--- src/shared/srsf_pkg.sv ---
package srsf_pkg;

  // Register addresses on the plain register port
  localparam logic [7:0] SRSF_ADDR_STATUS = 8'h2B;
  localparam logic [7:0] SRSF_ADDR_SYNC = 8'h27;
  localparam logic [7:0] SRSF_ADDR_CTRL = 8'h29;
  localparam logic [7:0] SRSF_ADDR_DATA = 8'h2F;

  // Receiver status bit positions
  localparam int unsigned SRSF_STS_BF = 7;
  localparam int unsigned SRSF_STS_OE = 6;
  localparam int unsigned SRSF_STS_PE = 5;
  localparam int unsigned SRSF_STS_FE = 4;
  localparam int unsigned SRSF_STS_FSB = 3;
  localparam int unsigned SRSF_STS_MCIP = 2;
  localparam int unsigned SRSF_STS_SS = 1;
  localparam int unsigned SRSF_STS_RE = 0;

  // Control bit positions
  localparam int unsigned SRSF_CTL_SYNC = 0;
  localparam int unsigned SRSF_CTL_WL = 1;
  localparam int unsigned SRSF_CTL_PAR = 3;
  localparam int unsigned SRSF_CTL_EVEN = 4;
  localparam int unsigned SRSF_CTL_AUTO = 5;

  // Reset values
  localparam logic [7:0] SRSF_STATUS_RST = 8'h00;
  localparam logic [7:0] SRSF_CTRL_RST = 8'h00;
  localparam logic [7:0] SRSF_SYNC_RST = 8'h00;
  localparam logic [7:0] SRSF_DATA_RST = 8'h00;

  // Longest word: eight data bits
  localparam logic [3:0] SRSF_MAX_BITS = 4'h8;

  typedef enum logic [3:0] {
    SRSF_IDLE = 4'b0001,
    SRSF_DATA = 4'b0010,
    SRSF_STOP = 4'b0100,
    SRSF_HUNT = 4'b1000
  } srsf_rx_t;

endpackage

--- src/srsf_pin_sync.sv ---
`timescale 1ns/100ps
module srsf_pin_sync
  import srsf_pkg::*;
(
  input wire logic clock,
  input wire logic rst,
  input wire logic rx_clk_pin,
  input wire logic rx_data_pin,
  output logic bit_tick,
  output logic bit_val
);

  typedef struct packed {
    logic clk_s1;
    logic clk_s2;
    logic clk_s3;
    logic dat_s1;
    logic dat_s2;
    logic tick;
    logic val;
  } srsf_sync_t;

  srsf_sync_t cur_ff;
  srsf_sync_t nxt_ff;

  always_comb
  begin
    nxt_ff = cur_ff;
    nxt_ff.clk_s1 = rx_clk_pin;
    nxt_ff.clk_s2 = cur_ff.clk_s1;
    nxt_ff.clk_s3 = cur_ff.clk_s2;
    nxt_ff.dat_s1 = rx_data_pin;
    nxt_ff.dat_s2 = cur_ff.dat_s1;
    // Rising receiver clock edge samples the line
    nxt_ff.tick = cur_ff.clk_s2 & ~cur_ff.clk_s3;
    nxt_ff.val = cur_ff.dat_s2;
  end

  always_ff @(posedge clock)
  begin
    if (rst)
    begin
      cur_ff <= '{default: 1'b0, dat_s1: 1'b1, dat_s2: 1'b1, val: 1'b1};
    end
    else
    begin
      cur_ff <= nxt_ff;
    end
  end

  assign bit_tick = cur_ff.tick;
  assign bit_val = cur_ff.val;

endmodule

--- src/srsf_receiver.sv ---
// Strobed register access was chosen for this implementation.
`timescale 1ns/100ps
module srsf_receiver
  import srsf_pkg::*;
(
  input wire logic clock,
  input wire logic rst,
  input wire logic rx_clk_pin,
  input wire logic rx_data_pin,
  input wire logic [7:0] reg_addr,
  input wire logic [7:0] reg_wdata,
  input wire logic reg_wr,
  input wire logic reg_rd,
  output logic [7:0] reg_rdata,
  input wire logic tx_enabled,
  input wire logic err_chan_en,
  output logic irq_buffer_full,
  output logic irq_rx_error,
  output logic rx_enabled
);

  typedef struct packed {
    srsf_rx_t st;
    logic [3:0] cnt;
    logic [8:0] shf;
    logic [7:0] ctrl;
    logic [7:0] sync_chr;
    logic [7:0] data_buf;
    logic bf;
    logic oe;
    logic pe;
    logic fe;
    logic fs;
    logic brk;
    logic m;
    logic char_in_progress_flag;
    logic ss;
    logic re;
    logic ovr_pend;
    logic brk_pend;
    logic brk_act;
    logic brk_rd;
    logic tx_en_d;
    logic [7:0] rdata;
    logic irq_full;
    logic irq_err;
  } srsf_state_t;

  srsf_state_t cur_ff;
  srsf_state_t nxt_ff;

  logic tick;
  logic bitv;

  srsf_pin_sync u_pin_sync (
    .clock(clock),
    .rst(rst),
    .rx_clk_pin(rx_clk_pin),
    .rx_data_pin(rx_data_pin),
    .bit_tick(tick),
    .bit_val(bitv)
  );

  // Decoded format settings
  logic sync_fmt;
  logic par_en;
  logic par_even;
  logic [3:0] n_data;
  logic [3:0] n_word;
  logic [7:0] data_mask;

  assign sync_fmt = cur_ff.ctrl[SRSF_CTL_SYNC];
  assign par_en = cur_ff.ctrl[SRSF_CTL_PAR];
  assign par_even = cur_ff.ctrl[SRSF_CTL_EVEN];
  assign n_data = SRSF_MAX_BITS - {2'b00, cur_ff.ctrl[SRSF_CTL_WL +: 2]};
  assign n_word = n_data + {3'b000, par_en};
  assign data_mask = 8'(9'h0FF >> (SRSF_MAX_BITS - n_data));

  // Word as it stands after the next shift
  logic [8:0] shf_next;
  logic [8:0] word_al;
  logic [7:0] w_data;
  logic w_pbit;
  logic w_match;
  logic w_perr;
  logic [8:0] held_al;
  logic [7:0] w_data_held;
  logic held_pbit;
  logic held_perr;

  always_comb
  begin
    shf_next = {bitv, cur_ff.shf[8:1]};
    word_al = shf_next >> (4'h9 - n_word);
    w_data = word_al[7:0] & data_mask;
    w_pbit = word_al[n_data];
    w_match = (w_data == (cur_ff.sync_chr & data_mask));
    w_perr = par_en & ((^{w_data, w_pbit}) == par_even);
    // Word already held in the shift register, used while the stop bit is sampled
    held_al = cur_ff.shf >> (4'h9 - n_word);
    w_data_held = held_al[7:0] & data_mask;
    held_pbit = held_al[n_data];
    held_perr = par_en & ((^{w_data_held, held_pbit}) == par_even);
  end

  // Word completion events produced by the bit engine
  logic done;
  logic d_brk;
  logic d_fe;
  logic d_pe;
  logic d_match;
  logic found;
  logic err_word;
  logic strip;
  logic sts_rd;
  logic dat_rd;

  always_comb
  begin
    nxt_ff = cur_ff;
    nxt_ff.irq_full = 1'b0;
    nxt_ff.irq_err = 1'b0;
    nxt_ff.tx_en_d = tx_enabled;
    done = 1'b0;
    d_brk = 1'b0;
    d_fe = 1'b0;
    d_pe = 1'b0;
    d_match = 1'b0;
    found = 1'b0;
    err_word = 1'b0;
    strip = 1'b0;
    sts_rd = reg_rd && (reg_addr == SRSF_ADDR_STATUS);
    dat_rd = reg_rd && (reg_addr == SRSF_ADDR_DATA);

    // Register reads: data appear in the following cycle only
    nxt_ff.rdata = 8'h00;
    if (reg_rd)
    begin
      unique case (reg_addr)
        SRSF_ADDR_STATUS:
        begin
          nxt_ff.rdata = {cur_ff.bf, cur_ff.oe, cur_ff.pe, cur_ff.fe,
                          sync_fmt ? cur_ff.fs : cur_ff.brk,
                          sync_fmt ? cur_ff.m : cur_ff.char_in_progress_flag,
                          cur_ff.ss, cur_ff.re};
        end
        SRSF_ADDR_DATA:
        begin
          nxt_ff.rdata = cur_ff.data_buf;
        end
        SRSF_ADDR_SYNC:
        begin
          nxt_ff.rdata = cur_ff.sync_chr;
        end
        SRSF_ADDR_CTRL:
        begin
          nxt_ff.rdata = cur_ff.ctrl;
        end
        default:
        begin
          nxt_ff.rdata = 8'h00;
        end
      endcase
    end

    // Status read acknowledges overrun and any running break
    if (sts_rd)
    begin
      nxt_ff.oe = 1'b0;
      if (cur_ff.brk || cur_ff.brk_act)
      begin
        nxt_ff.brk_rd = 1'b1;
      end
    end

    // Data read frees the buffer; held-back conditions surface now
    if (dat_rd)
    begin
      nxt_ff.bf = 1'b0;
      if (cur_ff.ovr_pend)
      begin
        nxt_ff.oe = 1'b1;
        nxt_ff.ovr_pend = 1'b0;
        nxt_ff.irq_err = err_chan_en;
        nxt_ff.irq_full = ~err_chan_en;
      end
      if (cur_ff.brk_pend)
      begin
        nxt_ff.brk = 1'b1;
        nxt_ff.brk_pend = 1'b0;
        nxt_ff.irq_err = err_chan_en;
        nxt_ff.irq_full = ~err_chan_en;
      end
    end

    if (reg_wr)
    begin
      unique case (reg_addr)
        SRSF_ADDR_STATUS:
        begin
          nxt_ff.ss = reg_wdata[SRSF_STS_SS];
          nxt_ff.re = reg_wdata[SRSF_STS_RE];
          if (sync_fmt)
          begin
            nxt_ff.fs = reg_wdata[SRSF_STS_FSB];
            if (!reg_wdata[SRSF_STS_FSB])
            begin
              nxt_ff.st = SRSF_HUNT;
            end
          end
        end
        SRSF_ADDR_SYNC:
        begin
          nxt_ff.sync_chr = reg_wdata;
        end
        SRSF_ADDR_CTRL:
        begin
          nxt_ff.ctrl = reg_wdata;
          nxt_ff.st = reg_wdata[SRSF_CTL_SYNC] ? SRSF_HUNT : SRSF_IDLE;
          nxt_ff.cnt = 4'h0;
          nxt_ff.char_in_progress_flag = 1'b0;
        end
        default:
        begin
        end
      endcase
    end

    // Bit engine, one step per rising receiver clock edge
    if (tick && cur_ff.re)
    begin
      if (cur_ff.brk_act && bitv)
      begin
        nxt_ff.brk_act = 1'b0;
      end
      unique case (cur_ff.st)
        SRSF_IDLE:
        begin
          // No assembly while a break or an unread overrun is in force
          if (!bitv && !cur_ff.brk_act && !cur_ff.oe && !sync_fmt)
          begin
            nxt_ff.st = SRSF_DATA;
            nxt_ff.cnt = 4'h0;
            nxt_ff.shf = 9'h000;
            nxt_ff.char_in_progress_flag = 1'b1;
          end
        end
        SRSF_DATA:
        begin
          nxt_ff.shf = shf_next;
          nxt_ff.cnt = cur_ff.cnt + 4'h1;
          if (sync_fmt)
          begin
            if (cur_ff.cnt == n_word - 4'h1)
            begin
              done = 1'b1;
              nxt_ff.cnt = 4'h0;
              d_match = w_match;
              d_pe = w_perr;
              if (!w_match)
              begin
                nxt_ff.fs = 1'b0;
              end
            end
          end
          else if (cur_ff.cnt == n_word - 4'h1)
          begin
            nxt_ff.st = SRSF_STOP;
          end
        end
        SRSF_STOP:
        begin
          done = 1'b1;
          nxt_ff.st = SRSF_IDLE;
          nxt_ff.char_in_progress_flag = 1'b0;
          d_pe = 1'b0;
          if (!bitv && (w_data_held == 8'h00))
          begin
            d_brk = 1'b1;
          end
          else
          begin
            d_fe = ~bitv;
          end
        end
        SRSF_HUNT:
        begin
          // Word counter halts; every bit is a compare candidate
          nxt_ff.shf = shf_next;
          if (w_match)
          begin
            found = 1'b1;
            nxt_ff.fs = 1'b1;
            nxt_ff.st = SRSF_DATA;
            nxt_ff.cnt = 4'h0;
            nxt_ff.irq_err = err_chan_en;
            nxt_ff.irq_full = ~err_chan_en;
          end
        end
        default:
        begin
          nxt_ff.st = SRSF_IDLE;
        end
      endcase
    end

    if (done && !sync_fmt)
    begin
      d_pe = held_perr;
    end

    // Transfer to the receive buffer
    strip = sync_fmt && cur_ff.ss && d_match;
    err_word = d_pe || d_fe || d_brk;
    if (done && d_brk)
    begin
      nxt_ff.brk_act = 1'b1;
      nxt_ff.brk_rd = 1'b0;
    end
    if (done && !strip)
    begin
      // A data read in the same cycle frees the buffer for this word
      if (cur_ff.bf && !dat_rd)
      begin
        // Buffer and captured flags stay as they are
        if (d_brk)
        begin
          nxt_ff.brk_pend = 1'b1;
        end
        else
        begin
          nxt_ff.ovr_pend = 1'b1;
        end
      end
      else
      begin
        nxt_ff.data_buf = sync_fmt ? w_data : w_data_held;
        nxt_ff.bf = 1'b1;
        nxt_ff.pe = d_pe;
        nxt_ff.fe = d_fe;
        nxt_ff.brk = d_brk;
        nxt_ff.m = d_match;
        nxt_ff.irq_err = err_word && err_chan_en;
        nxt_ff.irq_full = !(err_word && err_chan_en);
      end
    end

    // End of break once the line went high and status was seen
    if (cur_ff.brk && !cur_ff.brk_act && cur_ff.brk_rd && !(done && d_brk) && !dat_rd)
    begin
      nxt_ff.brk = 1'b0;
      nxt_ff.brk_rd = 1'b0;
      nxt_ff.irq_err = err_chan_en;
      nxt_ff.irq_full = ~err_chan_en;
    end

    // Transmitter going idle hands the line back to the receiver
    if (cur_ff.ctrl[SRSF_CTL_AUTO] && cur_ff.tx_en_d && !tx_enabled)
    begin
      nxt_ff.re = 1'b1;
    end

    // Disabled receiver: all flags down, engine parked
    if (!nxt_ff.re)
    begin
      nxt_ff.bf = 1'b0;
      nxt_ff.oe = 1'b0;
      nxt_ff.pe = 1'b0;
      nxt_ff.fe = 1'b0;
      nxt_ff.fs = 1'b0;
      nxt_ff.brk = 1'b0;
      nxt_ff.m = 1'b0;
      nxt_ff.char_in_progress_flag = 1'b0;
      nxt_ff.ovr_pend = 1'b0;
      nxt_ff.brk_pend = 1'b0;
      nxt_ff.brk_act = 1'b0;
      nxt_ff.brk_rd = 1'b0;
      nxt_ff.irq_full = 1'b0;
      nxt_ff.irq_err = 1'b0;
      nxt_ff.st = sync_fmt ? SRSF_HUNT : SRSF_IDLE;
    end
  end

  always_ff @(posedge clock)
  begin
    if (rst)
    begin
      cur_ff <= '{default: '0, st: SRSF_IDLE, ctrl: SRSF_CTRL_RST,
                 sync_chr: SRSF_SYNC_RST, data_buf: SRSF_DATA_RST};
    end
    else
    begin
      cur_ff <= nxt_ff;
    end
  end

  assign reg_rdata = cur_ff.rdata;
  assign irq_buffer_full = cur_ff.irq_full;
  assign irq_rx_error = cur_ff.irq_err;
  assign rx_enabled = cur_ff.re;

endmodule

--- config.mk ---
export PLATFORM = sky130hd
export DESIGN_NAME = srsf_receiver
export DESIGN_NICKNAME = d
export VERILOG_FILES = /design/src/shared/srsf_pkg.sv /design/src/srsf_pin_sync.sv /design/src/srsf_receiver.sv
export SDC_FILE = /design/constraint.sdc
export NUM_CORES = 1
export LEC_CHECK = 0
export BUFFER_PORTS_ARGS = -buffer_cell sky130_fd_sc_hd__buf_2
export CAP_MARGIN = 25
export CORE_ASPECT_RATIO = 0.5
export CORE_MARGIN = 3
export CORE_UTILIZATION = 45
export CTS_CLUSTER_SIZE = 20
export DETAILED_ROUTE_END_ITERATION = 10
export GPL_TIMING_DRIVEN = 0
export HOLD_SLACK_MARGIN = 0.03
export PLACE_DENSITY = 0.64
export SLEW_MARGIN = 10
export SYNTH_ARGS = -nofsm -noshare
export SYNTH_HDL_FRONTEND = slang
export SYNTH_SLANG_ARGS = --single-unit
--- constraint.sdc ---
create_clock -name clock -period 3.8 [get_ports clock]
set_input_delay 0.38 -clock clock [delete_from_list [all_inputs] [get_ports clock]]
set_output_delay 0.38 -clock clock [all_outputs]
set_load 0.01 [all_outputs]
==> results by group, run 1 <==
Critical path
  • Most Frequent Cell on Critical Path: buf_2
  • CP bufs+invs: 4
  • Worst Setup Start Kind: register
  • Critical Path, Cell by Cell: clkbuf_8, inv_2, fa_1, buf_2, buf_2, nand2b_1, o22ai_1, a21oi_2, mux2i_1, a221oi_1, xnor3_1, o22ai_2, o41ai_2, nor2b_1
  • Slowest stage delay, CP: ~0.47 ns
  • Worst path arrival time: approximately 3.9 ns
  • Critical Path End Type: register
  • Setup CP Type: reg -> reg
  • CP max-delay cell: fa_1
  • Reg-to-reg slack, setup: about 0.15 ns
  • CP delay by family, top: compound AO/OA/AOI/OAI gates
  • Critical path required time: 4.07 ns
  • Max FO, Critical Path: 10

Pwr
  • Switch Pwr: around 390 uW
  • Clock network fraction of total power: about half
  • Flop pwr share: between 40% and 50%
  • Pwr dens: about 330 nW/um^2
  • Comb power frac: around 3.4%
  • Leakage: between 0.0015 and 0.002 uW
  • Power Internal: 1300 uW
  • Switching Fraction: ~23%
  • Worst IR Drop VDD: approximately 0.00026 V

Synth
  • Dominant cell type by area after synthesis: dfxtp_1
  • Count leader, synth: nand2_1
  • Synth Area in Simple Gates: between 20 and 30%
  • Xor and xnor area share after synthesis: under 10%
  • Yosys synthesis warning count: 0
  • Largest family of logic cells by synthesized area: simple AND/OR/NAND/NOR gates
  • Fraction of synthesized area in multiplexers: ~7.8%
  • Yosys cell types: 73
  • Synth cell count leaders: nand2_1, dfxtp_1, a21oi_1
  • Synth Area in Compound Gates: about a fifth
  • Mapped cell area: 4350 um^2
  • #FFs+latches synth: 73
  • Post-synth EDFFs: 0
  • Area contributors post-synth: dfxtp_1, nand2_1, a21oi_1, mux2i_1, nor2_1
  • Ys flop type: dfxtp_1
  • Async set-reset flop share out of synthesis: 0%
  • Top cell type's share of synthesized area: approximately 34%
  • Synthesized-area fraction occupied by adder cells: under 10%
  • Seq/Total Area, Yosys: about a third
  • Cells after synthesis: roughly 530
  • Net Count, Synth: about 560
  • Syn_area_per_cell: 8.22 um^2

Job
  • MaxCap Viol Count: 0

Final layout
  • Area delta synth->final: 18.4%
  • Sequential Area: approximately 1500 um^2
  • Util after Layout: roughly 57%
  • Area of the multi-input gates: about 2700 um^2
  • Fillers: approximately 850
  • Design area: roughly 5100 um^2
  • Fraction of layout cells with a size suffix above 1: between 20 and 25%
  • Layout net count: around 610
  • Diode count: 0

Global routing
  • Grt ovf: 0
  • Vias in the first global route: around 3700
  • All-Layer GR Usage: a little under a quarter
  • Largest net degree at the start of global routing: 15
  • First-pass GRT wire length: 20.1 mm
  • Initial antenna violation count: 0

CTS
  • Root Driver: clkbuf_16
  • CTS Buf Count: 9
  • Clk_lat worst skew: between 0.3 and 0.4 ns
  • H-tree depth: 3
  • Hold buffers post-CTS: 0
  • Clock slew at reported path FFs: roughly 0.060 ns
  • CTS tree: yes
  • Longest Clk Path Bufs: 2
  • # clock sinks: 73

Hold path
  • Min-Delay Path Class: in -> reg

Drt
  • Total wire length: ~13 mm
  • DRC viols: 0
  • DRT Pass-1 Iters: 5
  • Total number of vias: between 4000 and 5000
  • Final ANT Viol Nets: 0
  • Wire per inst: 17.9 um
  • DR iter-0 viols: between 500 and 600
  • Via density: ~5.8

Floorplanning
  • # IOs: 35
  • Die Ht: approximately 75 um
  • Starting density of the core: about half
  • Die ar.: between 10000 and 15000 um^2
  • Row cnt: 24
  • Core area: 9040 um^2
  • Die width: roughly 140 um

Place
  • GP Congestion: ~0.9
  • Area after DPL: ~4700 um^2
  • Count of buffers from port buffering: 33
  • Final HPWL DP: just over 9 mm

STA
  • Max-slew violation count: 0
  • Max Freq: approximately 270 MHz
  • Tightest Pin Transition: 0.706 ns
  • Fin crit period: ~3.7 ns
  • Clock Skew: between 0.006 and 0.007 ns
  • Tcrit/Tclk final: a little over nine tenths
  • Worst slew margin: 52.9%
  • Final Setup Violations: 0
  • Final hold vios: 0

Run status
  • Status: finished, final reports clean
-- final timing paths --
| kind | cells after the start | startpoint | to |
|---|---|---|---|
| hold reg to reg | 1 | u_pin_sync.cur_ff[4]$_SDFF_PP0_ | u_pin_sync.bit_tick$_SDFF_PP0_ |
| setup / recovery | 14 | cur_ff[42]$_SDFFE_PP0P_ | irq_buffer_full$_SDFF_PP0_ |
| hold / removal | 2 | rx_data_pin | u_pin_sync.cur_ff[3]$_SDFF_PP1_ |
| setup reg to reg | 14 | cur_ff[42]$_SDFFE_PP0P_ | irq_buffer_full$_SDFF_PP0_ |
-- sequential cells by signal, indices dropped and copies added (netlist names) --
register             cells
cur_ff                  55
irq_buffer_full          1
irq_rx_error             1
reg_rdata                8
rx_enabled               1
u_pin_sync.bit_tick      1
u_pin_sync.bit_val       1
u_pin_sync.cur_ff        5
-- cell type report --
class                   instances  share of cell area, %
inverters                       7                  0.511
flip-flops and latches         73                   28.4
multi-input cells             409                   53.3
clock inverters                 7                   1.48
well taps                     130                   3.16
plain buffers                  39                   4.47
clock buffers                   9                   4.38
repair buffers                 39                   4.23
-- logic make-up after synthesis --
| kind of cell | Yosys count |
|---|---|
| XOR/XNOR | 21 |
| adder cells (fa/ha/maj) | 6 |
| buffers and inverters | 47 |
| multiplexers | 29 |
| AO/OA/AOI/OAI | 128 |
| flip-flops | 73 |
| AND/OR/NAND/NOR | 225 |
-- power by group through the flow --
stage | registers, uW | logic [uW] | clock network (uW)
after floorplan | 787 | 26.6 | 0
after global placement | 788 | 52.3 | 0
after global routing | 770 | 60.9 | 906
final | 771 | 56.9 | 863
after detailed placement | 788 | 52.5 | 0
after CTS | 770 | 55.3 | 871
-- through the flow --
stage	hold WS [ns]	TNS, ns	setup slack [ns]	instances	power, uW
floorplan	0.367	0	0.212	529	813
global placement	0.380	-8.87	-0.513	692	840
detailed placement	0.382	-9.62	-0.525	693	840
CTS	0.215	0	0.00420	712	1700
global route	0.232	-0.0172	-0.00815	713	1740
finish	0.222	0	0.149	713	1690
-- placed cells by master, fill, tap and decap left out, types with 12 or more instances in the layout --
cell / n
nand2_1: 80
dfxtp_1: 71
a21oi_1: 53
nor2_1: 42
buf_2: 39
nand3_1: 29
clkbuf_1: 20
mux2i_1: 17
o21ai_0: 15
nor2b_1: 14
buf_4: 12
-- layer usage --
metal | vias up | share of wire [%] | GRT usage [%]
li1 | 1980 | - | -
met1 | 1974 | 50 | 34.6
met2 | 159 | 42 | 35.6
met3 | 9 | 7.3 | 5.05
met4 | 0 | 0.75 | 4.42
met5 | - | 0 | 0
-- repair_timing --
item | in CTS | in global routing
pin swaps | 2 | 1
buffers inserted | 3 | 1
hold endpoints to repair | 0 | 0
endpoints found under the setup margin | 27 | 15
gates resized for setup | 15 | 16
(Power assumes the default switching activity.)
==> run 2, diff against run 1 <==
--- a/config.mk
+++ b/config.mk
@@ -14,7 +14,7 @@
 export DETAILED_ROUTE_END_ITERATION = 10
 export GPL_TIMING_DRIVEN = 0
 export HOLD_SLACK_MARGIN = 0.03
-export PLACE_DENSITY = 0.64
+export PLACE_DENSITY = 0.65
 export SLEW_MARGIN = 10
 export SYNTH_ARGS = -nofsm -noshare
 export SYNTH_HDL_FRONTEND = slang
==> run 2 against run 1 <==
  * Cell area is 0.34% lower
  * Global-route usage shrank 0.28 points
  * Die area is the same
  * Sequential share of layout area increased by 0.073 points
  * Clock power is essentially flat
  * Sequential power about the same
==> results by group, run 2 (synthesized netlist as in run 1, its figures left out) <==
Pwr
  • Leakage: 0.00190 uW
  • Power Internal: about 1300 uW
  • Worst IR Drop VDD: 0.000330 V
  • Pwr dens: 329 nW/um^2
  • Switch Pwr: 384 uW
  • Comb power frac: between 3 and 4%
  • Flop pwr share: 45.6%
  • Clock network fraction of total power: just over 50%
  • Switching Fraction: between 20% and 30%

Critical path
  • R2R Path End: cur_ff[31]$_SDFFE_PP0P_
  • Critical Path, Cell by Cell: ha_1, fa_1, buf_6, buf_8, xor2_2, mux2i_2, o311ai_4, or4_4, nand2_1, nand2_1, a21o_1, buf_4, or3_4, a21oi_1
  • CP max-delay cell: dfxtp_1
  • Critical path required time: around 4.1 ns
  • Worst path arrival time: roughly 4 ns
  • Most Frequent Cell on Critical Path: nand2_1
  • Worst Setup Start Kind: register
  • Slowest stage delay, CP: between 0.4 and 0.5 ns
  • Reg-to-reg slack, setup: between 0.08 and 0.09 ns
  • CP delay by family, top: simple AND/OR/NAND/NOR gates
  • CP bufs+invs: 3
  • Worst r2r src: cur_ff[44]$_SDFFE_PP0P_
  • Critical Path End Type: register
  • Max FO, Critical Path: 10
  • Count of cells along the worst register-to-register path: 14
  • Setup CP Type: reg -> reg

STA
  • WHS: 0.222 ns
  • Clock Skew: 0.00851 ns
  • Tightest Pin Transition: 0.718 ns
  • Max Freq: between 200 and 300 MHz
  • Max-slew violation count: 0
  • Final hold vios: 0
  • Worst slew margin: a little over half
  • RSZ-0062 raised after global routing: no
  • Tcrit/Tclk final: between 90% and 100%
  • Final Setup Violations: 0
  • Fin crit period: approximately 3.7 ns

Job
  • MaxCap Viol Count: 0

Final layout
  • Diode count: 0
  • Layout net count: between 600 and 700
  • Util after Layout: between 50% and 60%
  • Area delta synth->final: 18.0%
  • Fraction of layout cells with a size suffix above 1: about 20%
  • Largest Register: cur_ff
  • Max reg flops: 55
  • Commonest non-fill, non-tap cell in the layout: nand2_1
  • Leading cell types in the layout, fill and taps excluded: nand2_1, dfxtp_1, a21oi_1, nor2_1, buf_2
  • Fillers: around 840

Floorplanning
  • Die ar.: between 10000 and 15000 um^2
  • Die Ht: between 70 and 80 um
  • Starting density of the core: 48.1%
  • Die width: between 100 and 150 um
  • # IOs: 35
  • Row cnt: 24
  • Core area: roughly 9000 um^2

Global routing
  • Initial antenna violation count: 0
  • All-Layer GR Usage: 23.1%
  • First-pass GRT wire length: slightly below 20 mm
  • Grt ovf: 0
  • Vias in the first global route: roughly 3700
  • Largest net degree at the start of global routing: 15

Hold path
  • Hold Path Depth: 2
  • Min-Delay Path Class: in -> reg
  • Min-delay src: rx_data_pin
  • Hold Path Sink: u_pin_sync.cur_ff[3]$_SDFF_PP1_

Drt
  • Via density: approximately 5.8
  • DR iter-0 viols: 353
  • Total number of vias: 4131
  • Total wire length: 12.6 mm
  • DRT Pass-1 Iters: 5
  • Final ANT Viol Nets: 0
  • Wire per inst: approximately 18 um
  • DRC viols: 0

Run status
  • Status: finished, final reports clean

Place
  • Final HPWL DP: roughly 9.2 mm
  • GP Congestion: ~0.92
  • Count of buffers from port buffering: 33

CTS
  • Clk_lat worst skew: approximately 0.34 ns
  • # clock sinks: 73
  • Longest Clk Path Bufs: 2
  • Clock slew at reported path FFs: around 0.06 ns
  • H-tree depth: 3
  • CTS tree: yes
  • Root Driver: clkbuf_16
  • CTS Buf Count: 9
## run 2: layout make-up
type	instances	area, um^2	area share [%]
multi-input combinational	409	2740	53.5
sequential	73	1460	28.5
buffer	39	228	4.44
clock buffer	9	225	4.39
timing repair buffer	39	205	4.00
tap	130	163	3.17
clock inverter	7	76.3	1.49
inverter	7	26.3	0.512
## run 2: what timing repair did
action	4_1_cts	5_1_grt
resized for setup	13	17
pin swaps	1	2
buffers inserted	2	2
hold buffers	0	0
endpoints found under the setup margin	27	22
## run 2: worst max-delay path by stage
stage | from | end | slack, ns | cells after the start
final | cur_ff[44]$_SDFFE_PP0P_ | cur_ff[31]$_SDFFE_PP0P_ | 0.08 | 14
after global routing | cur_ff[44]$_SDFFE_PP0P_ | cur_ff[31]$_SDFFE_PP0P_ | 0.003 | 14
after CTS | cur_ff[42]$_SDFFE_PP0P_ | cur_ff[31]$_SDFFE_PP0P_ | 0.005 | 15
after detailed placement | cur_ff[42]$_SDFFE_PP0P_ | cur_ff[29]$_SDFFE_PP0P_ | -0.48 | 14
after global placement | cur_ff[42]$_SDFFE_PP0P_ | cur_ff[29]$_SDFFE_PP0P_ | -0.53 | 14
after floorplan | cur_ff[42]$_SDFFE_PP0P_ | cur_ff[31]$_SDFFE_PP0P_ | 0.21 | 15
## run 2: power groups by stage
stage,logic (uW),clock network [uW],registers (uW)
finish,55.0,863,770
global route,59.9,906,770
CTS,54.1,870,770
detailed placement,52.4,0,788
global placement,52.6,0,787
floorplan,26.6,0,787
## run 2: per-layer routing
| layer | global-route usage (%) | routed length (um) |
|---|---|---|
| met1 | 33.3 | 6010 |
| met2 | 35.1 | 5200 |
| met3 | 5.76 | 1230 |
| met4 | 6.00 | 156 |
| met5 | 0 | 0 |
## run 2: through the flow
stage          total power, uW  setup TNS, ns  std cells  worst slack, ns  instance area, um^2
2_1_floorplan              813              0        529            0.212                 4350
3_3_place_gp               840          -9.56        692           -0.531                 4670
3_5_place_dp               840          -8.56        693           -0.482                 4680
4_1_cts                   1690              0        711          0.00460                 5050
5_1_grt                   1740              0        713          0.00274                 5130
6_report                  1690              0        713           0.0800                 5130
==> run 3, diff against run 2 <==
--- a/config.mk
+++ b/config.mk
@@ -14,7 +14,6 @@
 export DETAILED_ROUTE_END_ITERATION = 10
 export GPL_TIMING_DRIVEN = 0
 export HOLD_SLACK_MARGIN = 0.03
-export PLACE_DENSITY = 0.65
 export SLEW_MARGIN = 10
 export SYNTH_ARGS = -nofsm -noshare
 export SYNTH_HDL_FRONTEND = slang
==> constraint.sdc (replaced) <==
create_clock -name clock -period 4.8 [get_ports clock]
set_input_delay 0.48 -clock clock [delete_from_list [all_inputs] [get_ports clock]]
set_output_delay 0.48 -clock clock [all_outputs]
set_load 0.01 [all_outputs]
==> run 3 against run 2 <==
  * Critical path depth is the same
  * Clock power decreased by 7.5%
  * Highest routed layer unchanged
  * Power is 14% lower
  * Critical path type unchanged
  * Combinational power decreased by 22%
  * First-iteration DRC count up 18%
  * Routed wire length up 2.4%
  * Maximum frequency shrank 15%
  * Largest power group unchanged
  * Global-route usage rose by 0.72 points
  * Via count shrank 1.5%
  * Largest cell class unchanged
==> results by group, run 3 (synthesized netlist as in run 1, its figures left out) <==
Drt
  • Final ANT Viol Nets: 0
  • Wire per inst: around 18 um
  • DR iter-0 viols: between 400 and 500
  • Total number of vias: 4069
  • Total wire length: ~13 mm
  • Via density: around 5.7
  • DRC viols: 0
  • DRT Pass-1 Iters: 7

Pwr
  • Leakage: about 0.0019 uW
  • Comb power frac: under 10%
  • Pwr dens: ~290 nW/um^2
  • Switch Pwr: roughly 310 uW
  • Clock network fraction of total power: a little under three fifths
  • Flop pwr share: between 40% and 50%
  • Power Internal: approximately 1100 uW
  • Switching Fraction: between 20% and 30%
  • Worst IR Drop VDD: 0.000230 V

Global routing
  • Vias in the first global route: ~3600
  • Initial antenna violation count: 0
  • First-pass GRT wire length: 20.0 mm
  • Largest net degree at the start of global routing: 15
  • Grt ovf: 0
  • All-Layer GR Usage: a little under a quarter

CTS
  • # clock sinks: 73
  • Hold buffers post-CTS: 0
  • Clock slew at reported path FFs: 0.06 ns
  • Longest Clk Path Bufs: 2
  • H-tree depth: 3
  • CTS Buf Count: 9
  • Root Driver: clkbuf_16
  • Clk_lat worst skew: approximately 0.34 ns
  • CTS tree: yes

Floorplanning
  • # IOs: 35
  • Starting density of the core: about 48%
  • Row cnt: 24
  • Die width: ~140 um
  • Die Ht: ~75 um
  • Die ar.: between 10000 and 15000 um^2
  • Core area: roughly 9000 um^2

STA
  • Tightest Pin Transition: 0.749 ns
  • Final setup TNS: 0 ns
  • RSZ-0062 raised after global routing: no
  • Final Setup Violations: 0
  • Clock Skew: 0.00809 ns
  • Final hold vios: 0
  • Max Freq: approximately 230 MHz
  • Worst slew margin: 50.1%
  • Fin crit period: around 4.4 ns
  • Tcrit/Tclk final: around nine tenths
  • Max-slew violation count: 0

Critical path
  • CP bufs+invs: 5
  • Worst Setup Start Kind: register
  • Worst path arrival time: 4.59 ns
  • Setup CP Type: reg -> reg
  • Critical Path, Cell by Cell: clkbuf_1, inv_1, fa_1, buf_2, buf_2, mux4_2, o21ai_4, xor2_1, o2111ai_1, nor4_4, a21oi_2, buf_2, o211ai_1, a21oi_1
  • CP max-delay cell: nor4_4
  • Max FO, Critical Path: 10
  • Slowest stage delay, CP: 0.67 ns
  • CP delay by family, top: buffers and inverters
  • Most Frequent Cell on Critical Path: buf_2
  • Reg-to-reg slack, setup: just over 0.4 ns
  • Critical path required time: approximately 5.0 ns
  • Critical Path End Type: register

Final layout
  • Area delta synth->final: 15.9%
  • Fillers: approximately 900
  • Leading cell types in the layout, fill and taps excluded: nand2_1, dfxtp_1, a21oi_1, nor2_1, buf_2
  • Util after Layout: between 50% and 60%
  • Fraction of layout cells with a size suffix above 1: ~17%
  • Diode count: 0
  • Post-Layout Cell Count: 710
  • Max reg flops: 55
  • Design area: 5040 um^2
  • Layout net count: slightly above 600
  • Largest Register: cur_ff
  • Commonest non-fill, non-tap cell in the layout: nand2_1

Place
  • Final HPWL DP: ~9.4 mm
  • Placed cells: 693
  • Count of buffers from port buffering: 33
  • Area after DPL: between 4000 and 5000 um^2
  • GP Congestion: 0.881

Hold path
  • Min-Delay Path Class: in -> reg

Run status
  • Status: finished, final reports clean

Job
  • MaxCap Viol Count: 0
[run 3: cell types whose count changed in the layout (fill, tap and decap cells not counted), sizes merged]
cell      change
buf           -5
clkbuf        +2
clkinvlp      -1
bufinv        +2
inv           -1
[run 3: area by class of cell]
cell class                 count  area (um^2)  area share [%]
multi-input combinational    409         2660            52.8
sequential                    73         1460            29.0
clock buffer                   9          225            4.47
buffer                        40          206            4.10
timing repair buffer          35          175            3.48
tap                          130          163            3.23
clock inverter                 7          124            2.46
inverter                       7         26.3           0.521
[run 3: final timing paths]
check                                   from                               to  cells past startpoint
min                              rx_data_pin  u_pin_sync.cur_ff[3]$_SDFF_PP1_                      2
max                  cur_ff[42]$_SDFFE_PP0P_          cur_ff[29]$_SDFFE_PP0P_                     14
max reg2reg          cur_ff[42]$_SDFFE_PP0P_          cur_ff[29]$_SDFFE_PP0P_                     14
min reg2reg  u_pin_sync.cur_ff[4]$_SDFF_PP0_   u_pin_sync.bit_tick$_SDFF_PP0_                      1
[run 3: what timing repair did]
action,in CTS,in global routing
resized for setup,0,1
hold endpoints to repair,0,0
endpoints found under the setup margin,0,2
buffers inserted,0,0
[run 3: through the flow]
stage | setup WS [ns] | power, uW | hold WS [ns]
2_1_floorplan | 1.21 | 644 | 0.367
3_3_place_gp | 0.483 | 666 | 0.371
3_5_place_dp | 0.428 | 666 | 0.374
4_1_cts | 0.377 | 1460 | 0.308
5_1_grt | 0.102 | 1490 | 0.308
6_report | 0.408 | 1450 | 0.314
[run 3: power by group through the flow]
stage / clock, uW / sequential [uW] / combinational [uW]
after detailed placement: 0 / 624 / 42.2
after global placement: 0 / 623 / 42.0
after floorplan: 0 / 623 / 21.0
after CTS: 807 / 610 / 42.5
after global routing: 835 / 610 / 46.9
final: 798 / 610 / 43.1
[run 3: layer usage]
metal	vias up	track usage, %	wire length (um)
met5	-	0	0
met4	0	3.89	74
li1	1976	-	-
met3	8	7.25	1270
met2	177	34.8	5120
met1	1908	35.3	6430
